--- config.mk ---
export PLATFORM = sky130hd
export DESIGN_NAME = upm_top
export DESIGN_NICKNAME = d
export VERILOG_FILES = /design/src/core/upm_pkg.sv /design/src/core/upm_sync3.sv /design/src/core/upm_top.sv
export VERILOG_INCLUDE_DIRS = /design/src /design/src/core
export SDC_FILE = /design/constraint.sdc
export NUM_CORES = 1
export LEC_CHECK = 0
export BUFFER_PORTS_ARGS = -buffer_cell sky130_fd_sc_hd__buf_4
export CAP_MARGIN = 20
export CORE_UTILIZATION = 59
export CTS_BUF_LIST = sky130_fd_sc_hd__clkbuf_8 sky130_fd_sc_hd__clkbuf_16
export CTS_CLUSTER_SIZE = 24
export DETAILED_ROUTE_END_ITERATION = 16
export GPL_ROUTABILITY_DRIVEN = 1
export PLACE_DENSITY = 0.85
export SETUP_SLACK_MARGIN = 0.2
export SYNTH_ARGS = -nofsm -noshare
export SYNTH_HDL_FRONTEND = slang
export SYNTH_SLANG_ARGS = --single-unit
--- constraint.sdc ---
create_clock -name i_clk_sys -period 11.5 [get_ports i_clk_sys]
set_input_delay 1.15 -clock i_clk_sys [delete_from_list [all_inputs] [get_ports i_clk_sys]]
set_output_delay 1.15 -clock i_clk_sys [all_outputs]
set_load 0.1 [all_outputs]
--- src/core/upm_cfg.svh ---
// Constants for the UART power-mode and register-map block
`ifndef UPM_CFG_SVH
`define UPM_CFG_SVH

// Register addresses on the three address lines
`define UPM_OFF_HOLD       3'h0
`define UPM_OFF_INT_EN     3'h1
`define UPM_OFF_INT_SRC    3'h2
`define UPM_OFF_LINE_CTL   3'h3
`define UPM_OFF_MODEM_CTL  3'h4
`define UPM_OFF_LINE_STAT  3'h5
`define UPM_OFF_MODEM_STAT 3'h6
`define UPM_OFF_SCRATCH    3'h7

// Field positions and key values
`define UPM_LC_DIV_BIT     7
`define UPM_IE_SLEEP_BIT   4
`define UPM_MC_LOOP_BIT    4
`define UPM_EF_ENH_BIT     4
`define UPM_FT_SCR_BIT     6
`define UPM_LINE_ENH_KEY   8'hbf
`define UPM_RST_BYTE       8'h00
`define UPM_DIV_ZERO       16'h0000
`define UPM_SRC_WAKE       4'h1
`define UPM_FRAC_MASK      8'h0f

// Timing: figures as printed, clock rate
`define UPM_IDLE_S         30
`define UPM_WAKE_NS        45000
`define UPM_CLK_HZ         250000000
`define UPM_CLK_MHZ        250

`endif

--- src/core/upm_pkg.sv ---
// Types for the UART power-mode and register-map block
package upm_pkg;

  // UART power state
  typedef enum logic [1:0] {
    UPM_ACTIVE, UPM_SLEEP
  } upm_pwr_t;

  // Charge pump state
  typedef enum logic [1:0] {
    UPM_PUMP_ON, UPM_PUMP_OFF, UPM_PUMP_WAKE
  } upm_pump_t;

  // Register selected by address and mode bits
  typedef enum logic [4:0] {
    R_HOLD, R_DIV_LO, R_DIV_HI, R_DIV_FRAC, R_REV, R_DEVID,
    R_INT_EN, R_INT_SRC, R_LINE_CTL, R_MODEM_CTL, R_LINE_STAT,
    R_MODEM_STAT, R_SCRATCH, R_FIFO_LVL, R_TRIG, R_FEAT,
    R_ENH_FN, R_RES1, R_RES2, R_PAUSE1, R_PAUSE2
  } upm_reg_t;

endpackage : upm_pkg

--- src/core/upm_sync3.sv ---
// Three-stage pin synchroniser with agreement filter
`timescale 1ns/1ps
module upm_sync3 #(
  parameter int         W   = 1,
  parameter logic [W-1:0] RST = '0
) (
  input  wire logic         i_clk_sys,
  input  wire logic         i_rst,
  input  wire logic [W-1:0] i_pin,
  output logic      [W-1:0] o_q
);

  logic [W-1:0] s1_q;
  logic [W-1:0] s2_q;
  logic [W-1:0] s3_q;
  logic [W-1:0] agree;

  // Only the second stage reads the first one
  always_ff @(posedge i_clk_sys or posedge i_rst) begin
    if (i_rst) begin
      s1_q <= RST;
      s2_q <= RST;
      s3_q <= RST;
    end else begin
      s1_q <= i_pin;
      s2_q <= s1_q;
      s3_q <= s2_q;
    end
  end

  assign agree = ~(s2_q ^ s3_q);

  // A bit moves only once stages two and three agree
  always_ff @(posedge i_clk_sys or posedge i_rst) begin
    if (i_rst) begin
      o_q <= RST;
    end else begin
      o_q <= (o_q & ~agree) | (s2_q & agree);
    end
  end

endmodule : upm_sync3

--- src/core/upm_top.sv ---
// UART low-power control, loopback path and register decode
// What this block does
// RULE1 - Idle thirty seconds shuts pump when awake
// RULE2 - Pump off: drivers tri-stated, registers reachable
// RULE3 - Pump recovers about 45 us after wake
// RULE4 - Rx edge, transmit write, modem rise wake pump
// RULE5 - Host waits 45 us before sending
// RULE6 - Asleep with pin high: pump off immediately
// RULE7 - Power-save when pin high and asleep; isolate
// RULE8 - Power-save wakes on rx or modem change
// RULE9 - Re-enter power-save after status read, serviced
// RULE10 - Stay power-save until enable clear or pin low
// RULE11 - Wake interrupt once oscillator runs, read clears
// RULE12 - Loopback routes transmit shift into receiver
// RULE13 - Three address lines plus line-control pick register
// RULE14 - Address zero: receive read, transmit write
// RULE15 - Divisor bytes at 0,1; fraction at 2 enhanced
// RULE16 - Zero divisor reads give revision and identity
// RULE17 - Key value maps the enhanced register set
// RULE18 - Address seven: scratch or level and mode select
// RULE19 - Address two: status read, fifo control write
// RULE20 - Crystal wake may lose data; external does not
// RULE21 - Sleep needs idle, enabled, non-zero divisor
`timescale 1ns/1ps
`include "upm_cfg.svh"
module upm_top import upm_pkg::*; #(
  parameter logic [35:0] IDLE_CYC = 36'(64'(`UPM_IDLE_S) * 64'(`UPM_CLK_HZ)),
  parameter logic [15:0] WAKE_CYC =
    16'((`UPM_WAKE_NS * `UPM_CLK_MHZ + 999) / 1000),
  parameter bit          EXT_OSC  = 1'b0,
  parameter logic [7:0]  REV_CODE = 8'h01, // Arbitrary value
  parameter logic [7:0]  DEV_CODE = 8'h5a  // Arbitrary value
) (
  input  wire logic       i_clk_sys,
  input  wire logic       i_rst,
  input  wire logic       i_cs_n,
  input  wire logic       i_read_strobe_n,
  input  wire logic       i_write_strobe_n,
  input  wire logic [2:0] i_addr,
  input  wire logic [7:0] i_data,
  output logic      [7:0] o_data,
  output logic            o_data_oe_n,
  input  wire logic       i_auto_pump_shutdown_pin,
  input  wire logic       i_power_save_pin,
  input  wire logic       i_rx,
  input  wire logic [3:0] i_modem_n,
  input  wire logic       i_osc_stable,
  input  wire logic       i_tx_idle,
  input  wire logic       i_tsr_out,
  input  wire logic       i_int_pending,
  input  wire logic [7:0] i_int_src,
  input  wire logic [7:0] i_rx_hold,
  input  wire logic [7:0] i_line_stat,
  input  wire logic [7:0] i_fifo_cnt,
  input  wire logic [7:0] i_fifo_lvl,
  output logic            o_rsr_in,
  output logic            o_osc_en,
  output logic            o_pump_en,
  output logic            o_pump_ready,
  output logic            o_drv_oe_n,
  output logic            o_asleep,
  output logic            o_power_save,
  output logic            o_wake_int,
  output logic            o_rx_hold_rd,
  output logic            o_tx_hold_wr,
  output logic            o_fifo_ctl_wr,
  output logic            o_trig_wr,
  output logic            o_emode_wr,
  output logic      [7:0] o_wr_data,
  output logic     [15:0] o_divisor,
  output logic      [7:0] o_div_frac,
  output logic      [7:0] o_modem_ctl
);

  logic [13:0] bus_f;
  logic [7:0]  pin_f;
  logic        cs_f, rd_f, wr_f, rx_f, acp_f, psp_f, osc_f;
  logic [3:0]  mdm_f;
  logic [2:0]  addr_f;
  logic [7:0]  data_f;
  logic        rd_act, wr_act, rd_prev_q, wr_prev_q, rd_start, wr_done;
  logic [2:0]  waddr_q;
  logic [7:0]  wdata_q;
  logic [7:0]  lctl_q, ien_q, dvlo_q, dvhi_q, dvfr_q, efn_q, feat_q, scr_q;
  logic [7:0]  mctl_q, res1_q, res2_q, pau1_q, pau2_q;
  logic [3:0]  mst_in, mst_prev_q, mst_dlt_q, mdm_prev_q;
  logic        rx_prev_q, loop, div_zero, tx_wr, mdm_rise;
  upm_reg_t    rsel, wsel;
  upm_pwr_t    pwr_q;
  upm_pump_t   pump_q;
  logic        ps_q, wake_wait_q, wake_int_q, sleep_ok, uart_wake;
  logic        pump_wake, idle_done;
  logic [35:0] idle_q;
  logic [15:0] wcnt_q;
  logic [7:0]  rd_mux;

  // Register select from address, line control and feature bits
  function automatic upm_reg_t upm_decode(input logic [2:0] a,
      input logic [7:0] lc, input logic efen, input logic ftsc,
      input logic dz, input logic rd);
    upm_reg_t r;
    r = R_LINE_CTL;
    if (lc == `UPM_LINE_ENH_KEY) begin // RULE17
      unique case (a)
        `UPM_OFF_HOLD:       r = R_TRIG;
        `UPM_OFF_INT_EN:     r = R_FEAT;
        `UPM_OFF_INT_SRC:    r = R_ENH_FN;
        `UPM_OFF_LINE_CTL:   r = R_LINE_CTL;
        `UPM_OFF_MODEM_CTL:  r = R_RES1;
        `UPM_OFF_LINE_STAT:  r = R_RES2;
        `UPM_OFF_MODEM_STAT: r = R_PAUSE1;
        `UPM_OFF_SCRATCH:    r = R_PAUSE2;
      endcase
    end else begin
      unique case (a)
        `UPM_OFF_HOLD: r = !lc[`UPM_LC_DIV_BIT] ? R_HOLD : // RULE14
          (dz && rd) ? R_REV : R_DIV_LO; // RULE15 RULE16
        `UPM_OFF_INT_EN: r = !lc[`UPM_LC_DIV_BIT] ? R_INT_EN :
          (dz && rd) ? R_DEVID : R_DIV_HI; // RULE15 RULE16
        `UPM_OFF_INT_SRC: r = (lc[`UPM_LC_DIV_BIT] && efen) ?
          R_DIV_FRAC : R_INT_SRC; // RULE15 RULE19
        `UPM_OFF_LINE_CTL:   r = R_LINE_CTL;
        `UPM_OFF_MODEM_CTL:  r = R_MODEM_CTL;
        `UPM_OFF_LINE_STAT:  r = R_LINE_STAT;
        `UPM_OFF_MODEM_STAT: r = R_MODEM_STAT;
        `UPM_OFF_SCRATCH:    r = ftsc ? R_FIFO_LVL : R_SCRATCH; // RULE18
      endcase
    end
    return r;
  endfunction : upm_decode

  // Bus pins and slow pins all pass the three-stage filter
  upm_sync3 #(.W(14), .RST(14'h3800)) u_bus_sync (
    .i_clk_sys (i_clk_sys),
    .i_rst     (i_rst),
    .i_pin     ({i_cs_n, i_read_strobe_n, i_write_strobe_n, i_addr,
                 i_data}),
    .o_q       (bus_f)
  );
  // Modem pins reset to their idle high level so no false delta follows
  upm_sync3 #(.W(8), .RST(8'hf1)) u_pin_sync (
    .i_clk_sys (i_clk_sys),
    .i_rst     (i_rst),
    .i_pin     ({i_modem_n, i_osc_stable, i_power_save_pin,
                 i_auto_pump_shutdown_pin, i_rx}),
    .o_q       (pin_f)
  );
  assign {cs_f, rd_f, wr_f, addr_f, data_f} = bus_f;
  assign {mdm_f, osc_f, psp_f, acp_f, rx_f} = pin_f;

  // Power-save gates the whole host interface off the core
  assign rd_act   = !cs_f && !rd_f && !ps_q; // RULE7 RULE13
  assign wr_act   = !cs_f && !wr_f && !ps_q; // RULE7 RULE13
  assign rd_start = rd_act && !rd_prev_q;
  assign wr_done  = wr_prev_q && !wr_act;

  // Write address and data are sampled every cycle while the strobe is low, the last sample used on release
  always_ff @(posedge i_clk_sys or posedge i_rst) begin
    if (i_rst) begin
      rd_prev_q <= 1'b0;
      wr_prev_q <= 1'b0;
      waddr_q   <= 3'h0;
      wdata_q   <= `UPM_RST_BYTE;
    end else begin
      rd_prev_q <= rd_act;
      wr_prev_q <= wr_act;
      if (wr_act) begin
        waddr_q <= addr_f;
        wdata_q <= data_f;
      end
    end
  end

  assign div_zero = {dvhi_q, dvlo_q} == `UPM_DIV_ZERO;
  assign rsel = upm_decode(addr_f, lctl_q, efn_q[`UPM_EF_ENH_BIT],
                           feat_q[`UPM_FT_SCR_BIT], div_zero, 1'b1);
  assign wsel = upm_decode(waddr_q, lctl_q, efn_q[`UPM_EF_ENH_BIT],
                           feat_q[`UPM_FT_SCR_BIT], div_zero, 1'b0);
  assign tx_wr = wr_done && wsel == R_HOLD;

  // Writable registers; all stay reachable while the pump is off
  always_ff @(posedge i_clk_sys or posedge i_rst) begin
    if (i_rst) begin
      lctl_q <= `UPM_RST_BYTE;
      ien_q  <= `UPM_RST_BYTE;
      dvlo_q <= `UPM_RST_BYTE;
      dvhi_q <= `UPM_RST_BYTE;
      dvfr_q <= `UPM_RST_BYTE;
      efn_q  <= `UPM_RST_BYTE;
      feat_q <= `UPM_RST_BYTE;
      scr_q  <= `UPM_RST_BYTE;
      mctl_q <= `UPM_RST_BYTE;
      res1_q <= `UPM_RST_BYTE;
      res2_q <= `UPM_RST_BYTE;
      pau1_q <= `UPM_RST_BYTE;
      pau2_q <= `UPM_RST_BYTE;
    end else if (wr_done) begin // RULE2
      unique case (wsel)
        R_LINE_CTL:  lctl_q <= wdata_q;
        R_INT_EN:    ien_q  <= wdata_q;
        R_DIV_LO:    dvlo_q <= wdata_q; // RULE15
        R_DIV_HI:    dvhi_q <= wdata_q; // RULE15
        R_DIV_FRAC:  dvfr_q <= wdata_q & `UPM_FRAC_MASK; // RULE15
        R_ENH_FN:    efn_q  <= wdata_q;
        R_FEAT:      feat_q <= wdata_q;
        R_SCRATCH:   scr_q  <= wdata_q; // RULE18
        R_MODEM_CTL: mctl_q <= wdata_q;
        R_RES1:      res1_q <= wdata_q; // RULE17
        R_RES2:      res2_q <= wdata_q;
        R_PAUSE1:    pau1_q <= wdata_q;
        R_PAUSE2:    pau2_q <= wdata_q;
        default:     ;
      endcase
    end
  end

  // Write-only targets leave as one-cycle pulses with the byte
  assign o_tx_hold_wr  = tx_wr; // RULE14
  assign o_fifo_ctl_wr = wr_done && wsel == R_INT_SRC; // RULE19
  assign o_trig_wr     = wr_done && wsel == R_TRIG; // RULE17
  assign o_emode_wr    = wr_done && wsel == R_FIFO_LVL; // RULE18
  assign o_wr_data     = wdata_q;
  assign o_rx_hold_rd  = rd_start && rsel == R_HOLD; // RULE14
  assign o_divisor     = {dvhi_q, dvlo_q};
  assign o_div_frac    = dvfr_q;
  assign o_modem_ctl   = mctl_q;

  // Read data mux; the wake code shows only with no sources enabled
  always_comb begin
    rd_mux = `UPM_RST_BYTE;
    unique case (rsel)
      R_HOLD:       rd_mux = i_rx_hold;
      R_DIV_LO:     rd_mux = dvlo_q;
      R_DIV_HI:     rd_mux = dvhi_q;
      R_DIV_FRAC:   rd_mux = dvfr_q;
      R_REV:        rd_mux = REV_CODE; // RULE16
      R_DEVID:      rd_mux = DEV_CODE; // RULE16
      R_INT_EN:     rd_mux = ien_q;
      R_INT_SRC:    rd_mux = (wake_int_q && ien_q[3:0] == 4'h0) ?
                      {i_int_src[7:4], `UPM_SRC_WAKE} : i_int_src; // RULE11
      R_LINE_CTL:   rd_mux = lctl_q;
      R_MODEM_CTL:  rd_mux = mctl_q;
      R_LINE_STAT:  rd_mux = i_line_stat;
      R_MODEM_STAT: rd_mux = {mst_in, mst_dlt_q};
      R_SCRATCH:    rd_mux = scr_q;
      R_FIFO_LVL:   rd_mux = i_fifo_lvl;
      R_TRIG:       rd_mux = i_fifo_cnt;
      R_FEAT:       rd_mux = feat_q;
      R_ENH_FN:     rd_mux = efn_q;
      R_RES1:       rd_mux = res1_q;
      R_RES2:       rd_mux = res2_q;
      R_PAUSE1:     rd_mux = pau1_q;
      R_PAUSE2:     rd_mux = pau2_q;
    endcase
  end

  // Read data registered; pads driven one cycle after strobe seen
  always_ff @(posedge i_clk_sys or posedge i_rst) begin
    if (i_rst) begin
      o_data      <= `UPM_RST_BYTE;
      o_data_oe_n <= 1'b1;
    end else begin
      o_data_oe_n <= !rd_act;
      if (rd_act) o_data <= rd_mux;
    end
  end

  // Loopback: transmit shift output feeds the receiver, modem looped
  assign loop     = mctl_q[`UPM_MC_LOOP_BIT];
  assign o_rsr_in = loop ? i_tsr_out : rx_f; // RULE12
  assign mst_in   = loop ? {mctl_q[3], mctl_q[2], mctl_q[0], mctl_q[1]}
                         : ~mdm_f; // RULE12

  // Delta bits: a change in the read cycle survives the clear
  always_ff @(posedge i_clk_sys or posedge i_rst) begin
    if (i_rst) begin
      mst_prev_q <= 4'h0;
      mst_dlt_q  <= 4'h0;
      mdm_prev_q <= 4'hf;
      rx_prev_q  <= 1'b1;
    end else begin
      mst_prev_q <= mst_in;
      mdm_prev_q <= mdm_f;
      rx_prev_q  <= o_rsr_in;
      if (rd_start && rsel == R_MODEM_STAT) // RULE9
        mst_dlt_q <= mst_in ^ mst_prev_q;
      else
        mst_dlt_q <= mst_dlt_q | (mst_in ^ mst_prev_q);
    end
  end

  // Sleep entry and wake events; power-save blocks host writes
  assign sleep_ok = !i_int_pending && !wake_int_q && !wake_wait_q &&
                    !div_zero && ien_q[`UPM_IE_SLEEP_BIT] &&
                    mst_dlt_q == 4'h0 && o_rsr_in; // RULE21 RULE9
  assign uart_wake = (rx_prev_q && !o_rsr_in) || tx_wr ||
                     mst_dlt_q != 4'h0; // RULE8
  assign mdm_rise = (mdm_f & ~mdm_prev_q) != 4'h0;
  assign pump_wake = (!rx_prev_q && o_rsr_in) || tx_wr || mdm_rise; // RULE4

  // UART power state and the wake interrupt flag
  always_ff @(posedge i_clk_sys or posedge i_rst) begin
    if (i_rst) begin
      pwr_q       <= UPM_ACTIVE;
      wake_wait_q <= 1'b0;
      wake_int_q  <= 1'b0;
    end else begin
      unique case (pwr_q)
        UPM_ACTIVE: if (sleep_ok) pwr_q <= UPM_SLEEP; // RULE21 RULE9
        UPM_SLEEP: begin
          if (uart_wake) begin // RULE8
            pwr_q       <= UPM_ACTIVE;
            wake_wait_q <= 1'b1;
          end else if (!ien_q[`UPM_IE_SLEEP_BIT]) begin // RULE10
            pwr_q <= UPM_ACTIVE;
          end
        end
      endcase
      if (wake_wait_q && (osc_f || EXT_OSC)) begin // RULE11
        wake_wait_q <= 1'b0;
        wake_int_q  <= 1'b1;
      end else if (rd_start && rsel == R_INT_SRC) begin // RULE11
        wake_int_q <= 1'b0;
      end
    end
  end

  // Power-save follows its pin only while asleep
  always_ff @(posedge i_clk_sys or posedge i_rst) begin
    if (i_rst) ps_q <= 1'b0;
    else ps_q <= psp_f && pwr_q == UPM_SLEEP &&
                 !uart_wake; // RULE7 RULE10
  end

  // Crystal stops in sleep; an external oscillator is never stopped
  assign o_osc_en     = EXT_OSC || pwr_q == UPM_ACTIVE; // RULE20
  assign o_asleep     = pwr_q == UPM_SLEEP;
  assign o_power_save = ps_q;
  assign o_wake_int   = wake_int_q;

  // Idle timer: any transmit or modem activity restarts it
  assign idle_done = idle_q == IDLE_CYC - 36'd1;
  always_ff @(posedge i_clk_sys or posedge i_rst) begin
    if (i_rst) idle_q <= 36'h0;
    else if (!acp_f || o_asleep || !i_tx_idle || pump_wake ||
             (mdm_f ^ mdm_prev_q) != 4'h0 || pump_q != UPM_PUMP_ON)
      idle_q <= 36'h0;
    else if (!idle_done) idle_q <= idle_q + 36'h1; // RULE1
  end

  // Charge pump: off on idle or sleep, timed recovery on wake
  always_ff @(posedge i_clk_sys or posedge i_rst) begin
    if (i_rst) begin
      pump_q <= UPM_PUMP_ON;
      wcnt_q <= 16'h0;
    end else begin
      unique case (pump_q)
        UPM_PUMP_ON:
          if (acp_f && (o_asleep || (idle_done && !pump_wake))) begin
            pump_q <= UPM_PUMP_OFF; // RULE1 RULE6
          end
        UPM_PUMP_OFF:
          if (pump_wake || !acp_f) begin // RULE4 RULE5
            pump_q <= UPM_PUMP_WAKE;
            wcnt_q <= 16'h0;
          end
        UPM_PUMP_WAKE:
          if (wcnt_q == WAKE_CYC - 16'd1) pump_q <= UPM_PUMP_ON; // RULE3
          else wcnt_q <= wcnt_q + 16'h1;
        default: pump_q <= UPM_PUMP_ON;
      endcase
    end
  end

  // Drivers float whenever the pump is fully off
  assign o_pump_en    = pump_q != UPM_PUMP_OFF;
  assign o_pump_ready = pump_q == UPM_PUMP_ON; // RULE5
  assign o_drv_oe_n   = pump_q == UPM_PUMP_OFF; // RULE2
endmodule : upm_top
==> results.ini <==
[critical_path]
critPathKind = register to output pin
cp-startpoint = lctl_q[7]
reg2reg_to = o_data[4]
critPathCaptureType = output pin
rrSetupSlack_ps = 7420
worst_setup_path_start_kind = register
r2r.worst_path.cells = 9
rr_startpoint = lctl_q[7]
path_max_fanout = 33
critPathArrivalTime_ps = 3790
crit_path_end = o_rx_hold_rd
crit_required_ps = 10350

[pwr]
p_comb_share_pct = 32.6
power.switching_mw = 1.382
clkPwrFrac_pct = 28.1
swShare_pct = 40.80
pwr-share-seq_pct = 39.3
power.density_mw_per_mm2 = 226.4
p_leak_nw = 6.699
p_int_mw = 2.005
ir_drop_mv = 0.1597

[timing]
worstMarginPinSlew_ps = 1037
slew_headroom_pct = 30.73
fin_worst_skew_ps = 19.85
setup_tns_ps = 0
rsz0062_at_grt = false
setup_ws_ps = 6564
fin_crit_sh_pct = 42.92
finalSetupViolCount = 0
fmax_mhz = 202.6
maxSlewViolCount = 0
hold_viol_final = 0
layout_min_cycle_time_ps = 4936

[placed_design]
routabilityCongestion = 0.9789
pre_cts_slack_ps = 7213
hpwl_mm = 24.36
place.port_buffers = 124

[synthesis]
synthMuxAreaShare_pct = 11.65
synth_xor_area_share_pct = 3.217
synth_area_per_cell_um2 = 11.59
synth_edf_count = 0
syn_area_mm2 = 0.01280
synth_area_leaders = dfrtp_1 48%, mux2_2 9.9%, dfstp_2 7.8%, nor2_1 3.1%, nand2_1 2.1%
synth_top_area_cell = dfrtp_1
synth_compound_area_share_pct = 8.311
ys_ff_latch = 281
synth_top_cell_area_share_pct = 47.52
synth_fa_ha_area_share_pct = 3.383
synthSimpleGateAreaFrac_pct = 15.25
synth_top_family_by_area = simple AND/OR/NAND/NOR gates
ys_types = 80
yosys_most_used_dff = dfrtp_1
synth_seq_area_share_pct = 55.32
synth_cells = 1104
async_flop_share_pct = 100.0
yosys_warnings = 0

[clock_network]
cts_made_buffers = 29
cts-root-buf = clkbuf_16
cts_hold_buf = 0
cts.repair.resized = 0
cts_setup_buffers = 0
clock-sinks = 281
clockBufferDepth = 3
htreeDepth = 1
clk_pin_slew_ps = 60
cts_tree = built
clk_latency_ps = 560

[grt]
overflow = 0
antenna_found_initial = 0
grt_pass1_wl_mm = 53.92
globalRouteTotalUtil_pct = 32.19
grt_pass1_vias = 9296
grt_max_degree = 137

[floorplan]
initial_utilization_pct = 60.49
core_mm2 = 0.02115
ios = 129
die_h_um = 149.3
placementRows = 53
die_w_um = 149.3
die_area_mm2 = 0.02228

[drt]
drtPass1Iterations = 5
drc = 0
drt-total-wl_mm = 35.07
wire_per_inst_um = 23.03
via_per_inst = 6.267
vias = 9544
ant_nets = 0
drtIter0Drc = 835

[finish]
regArea_mm2 = 0.007079
final_cell_mix = 243 x dfrtp_1, 134 x buf_4, 112 x mux2_2
fill_cells = 1489
drive_gt1_share_pct = 29.01
multi_input_comb_area_mm2 = 0.005376
area_growth_pct = 16.89
diodes = 0
final_common_cell = dfrtp_1
fin_nets = 1310

[min_path]
whs_path_depth = 0
hold_path_class = register to register

[job]
maxCapViolations = 0

[status]
outcome = finished, final reports clean

how the worst min path moves through the flow:
| stage | startpoint | end |
|---|---|---|
| floorplan | u_bus_sync.s1_q[0] | u_bus_sync.s2_q[0] |
| global placement | u_bus_sync.s1_q[5] | u_bus_sync.s2_q[5] |
| detailed placement | u_bus_sync.s1_q[3] | u_bus_sync.s2_q[3] |
| CTS | u_bus_sync.s1_q[3] | u_bus_sync.s2_q[3] |
| global route | u_bus_sync.s1_q[8] | u_bus_sync.s2_q[8] |
| finish | u_bus_sync.s1_q[0] | u_bus_sync.s2_q[0] |
stage by stage:
step | cells | util, % | total power [mW] | hold WS (ps) | instance area (um^2)
4_1_cts | 1522 | 70.61 | 3.383 | 349.8 | 14940
3_5_place_dp | 1469 | 65.94 | 2.427 | 335.5 | 13950
3_3_place_gp | 1468 | 65.81 | 2.407 | 333.1 | 13920
5_1_grt | 1523 | 70.70 | 3.493 | 353.6 | 14960
6_report | 1523 | 70.70 | 3.386 | 345.2 | 14960
2_1_floorplan | 1107 | - | 2.115 | 331.2 | 12810
Yosys cell counts (all sizes together), types with 5 or more instances:
library cell / count
xor2: 25
nand2b: 13
mux2i: 21
nor4: 19
or3: 9
nand4: 20
dfstp: 38
nand3: 48
a22oi: 8
o21ai: 25
a31oi: 9
buf: 27
clkbuf: 21
o211ai: 10
o22ai: 8
nand2: 71
o32ai: 5
a21oi: 37
mux2: 113
and2: 6
xnor2: 22
maj3: 22
a211oi: 5
ha: 17
and4: 10
dfrtp: 243
nor2: 107
and3: 19
inv: 29
nor3: 40
cell type report:
type / instances / share of cell area (%)
clock inverter: 18 / 1.196
tap: 275 / 2.300
timing repair buffer: 136 / 7.044
sequential: 281 / 47.33
inverter: 29 / 0.7780
clock buffer: 35 / 5.404
multi-input combinational: 749 / 35.95
power groups by stage:
| stage | sequential (mW) | clock (mW) | combinational (mW) |
|---|---|---|---|
| 2_1_floorplan | 1.70 | 0 | 0.411 |
| 3_3_place_gp | 1.33 | 0 | 1.08 |
| 3_5_place_dp | 1.34 | 0 | 1.09 |
| 4_1_cts | 1.32 | 0.965 | 1.09 |
| 5_1_grt | 1.35 | 1.00 | 1.14 |
| 6_report | 1.33 | 0.952 | 1.10 |
routing by layer:
| metal | global-route usage [%] | routed length [um] |
|---|---|---|
| met1 | 44.83 | 14500 |
| met2 | 49.65 | 16020 |
| met3 | 5.994 | 3031 |
| met4 | 13.72 | 1518 |
| met5 | 0 | 0 |
flip-flops by register name, summed over array words and instances, names as in the netlist, 8 cells and up, named ones only:
register         flops
pau2_q               8
efn_q                8
lctl_q               8
scr_q                8
o_modem_ctl          8
feat_q               8
o_wr_data            8
u_pin_sync.s2_q      8
u_bus_sync.s2_q     14
u_pin_sync.s3_q      8
idle_q              36
res2_q               8
u_bus_sync.s3_q     14
wcnt_q              16
u_pin_sync.s1_q      8
u_bus_sync.s1_q     14
dvhi_q               8
ien_q                8
res1_q               8
pau1_q               8
dvlo_q               8
o_data               8
cells by family after synthesis:
| kind of cell | count (synthesis) |
|---|---|
| XOR/XNOR | 47 |
| multiplexers | 134 |
| adder cells (fa/ha/maj) | 39 |
| other | 1 |
| AND/OR/NAND/NOR | 375 |
| buffers and inverters | 77 |
| flip-flops | 281 |
| AO/OA/AOI/OAI | 150 |
worst max-delay path: stages, from the launching register on:
cell     delay (ps)
dfrtp_1         620
and4_1          330
nand2_1         410
o211a_1         340
nor2_4          810
nand2_1          90
nor4_1          250
buf_4           350
Power figures use the tool's default switching activity.
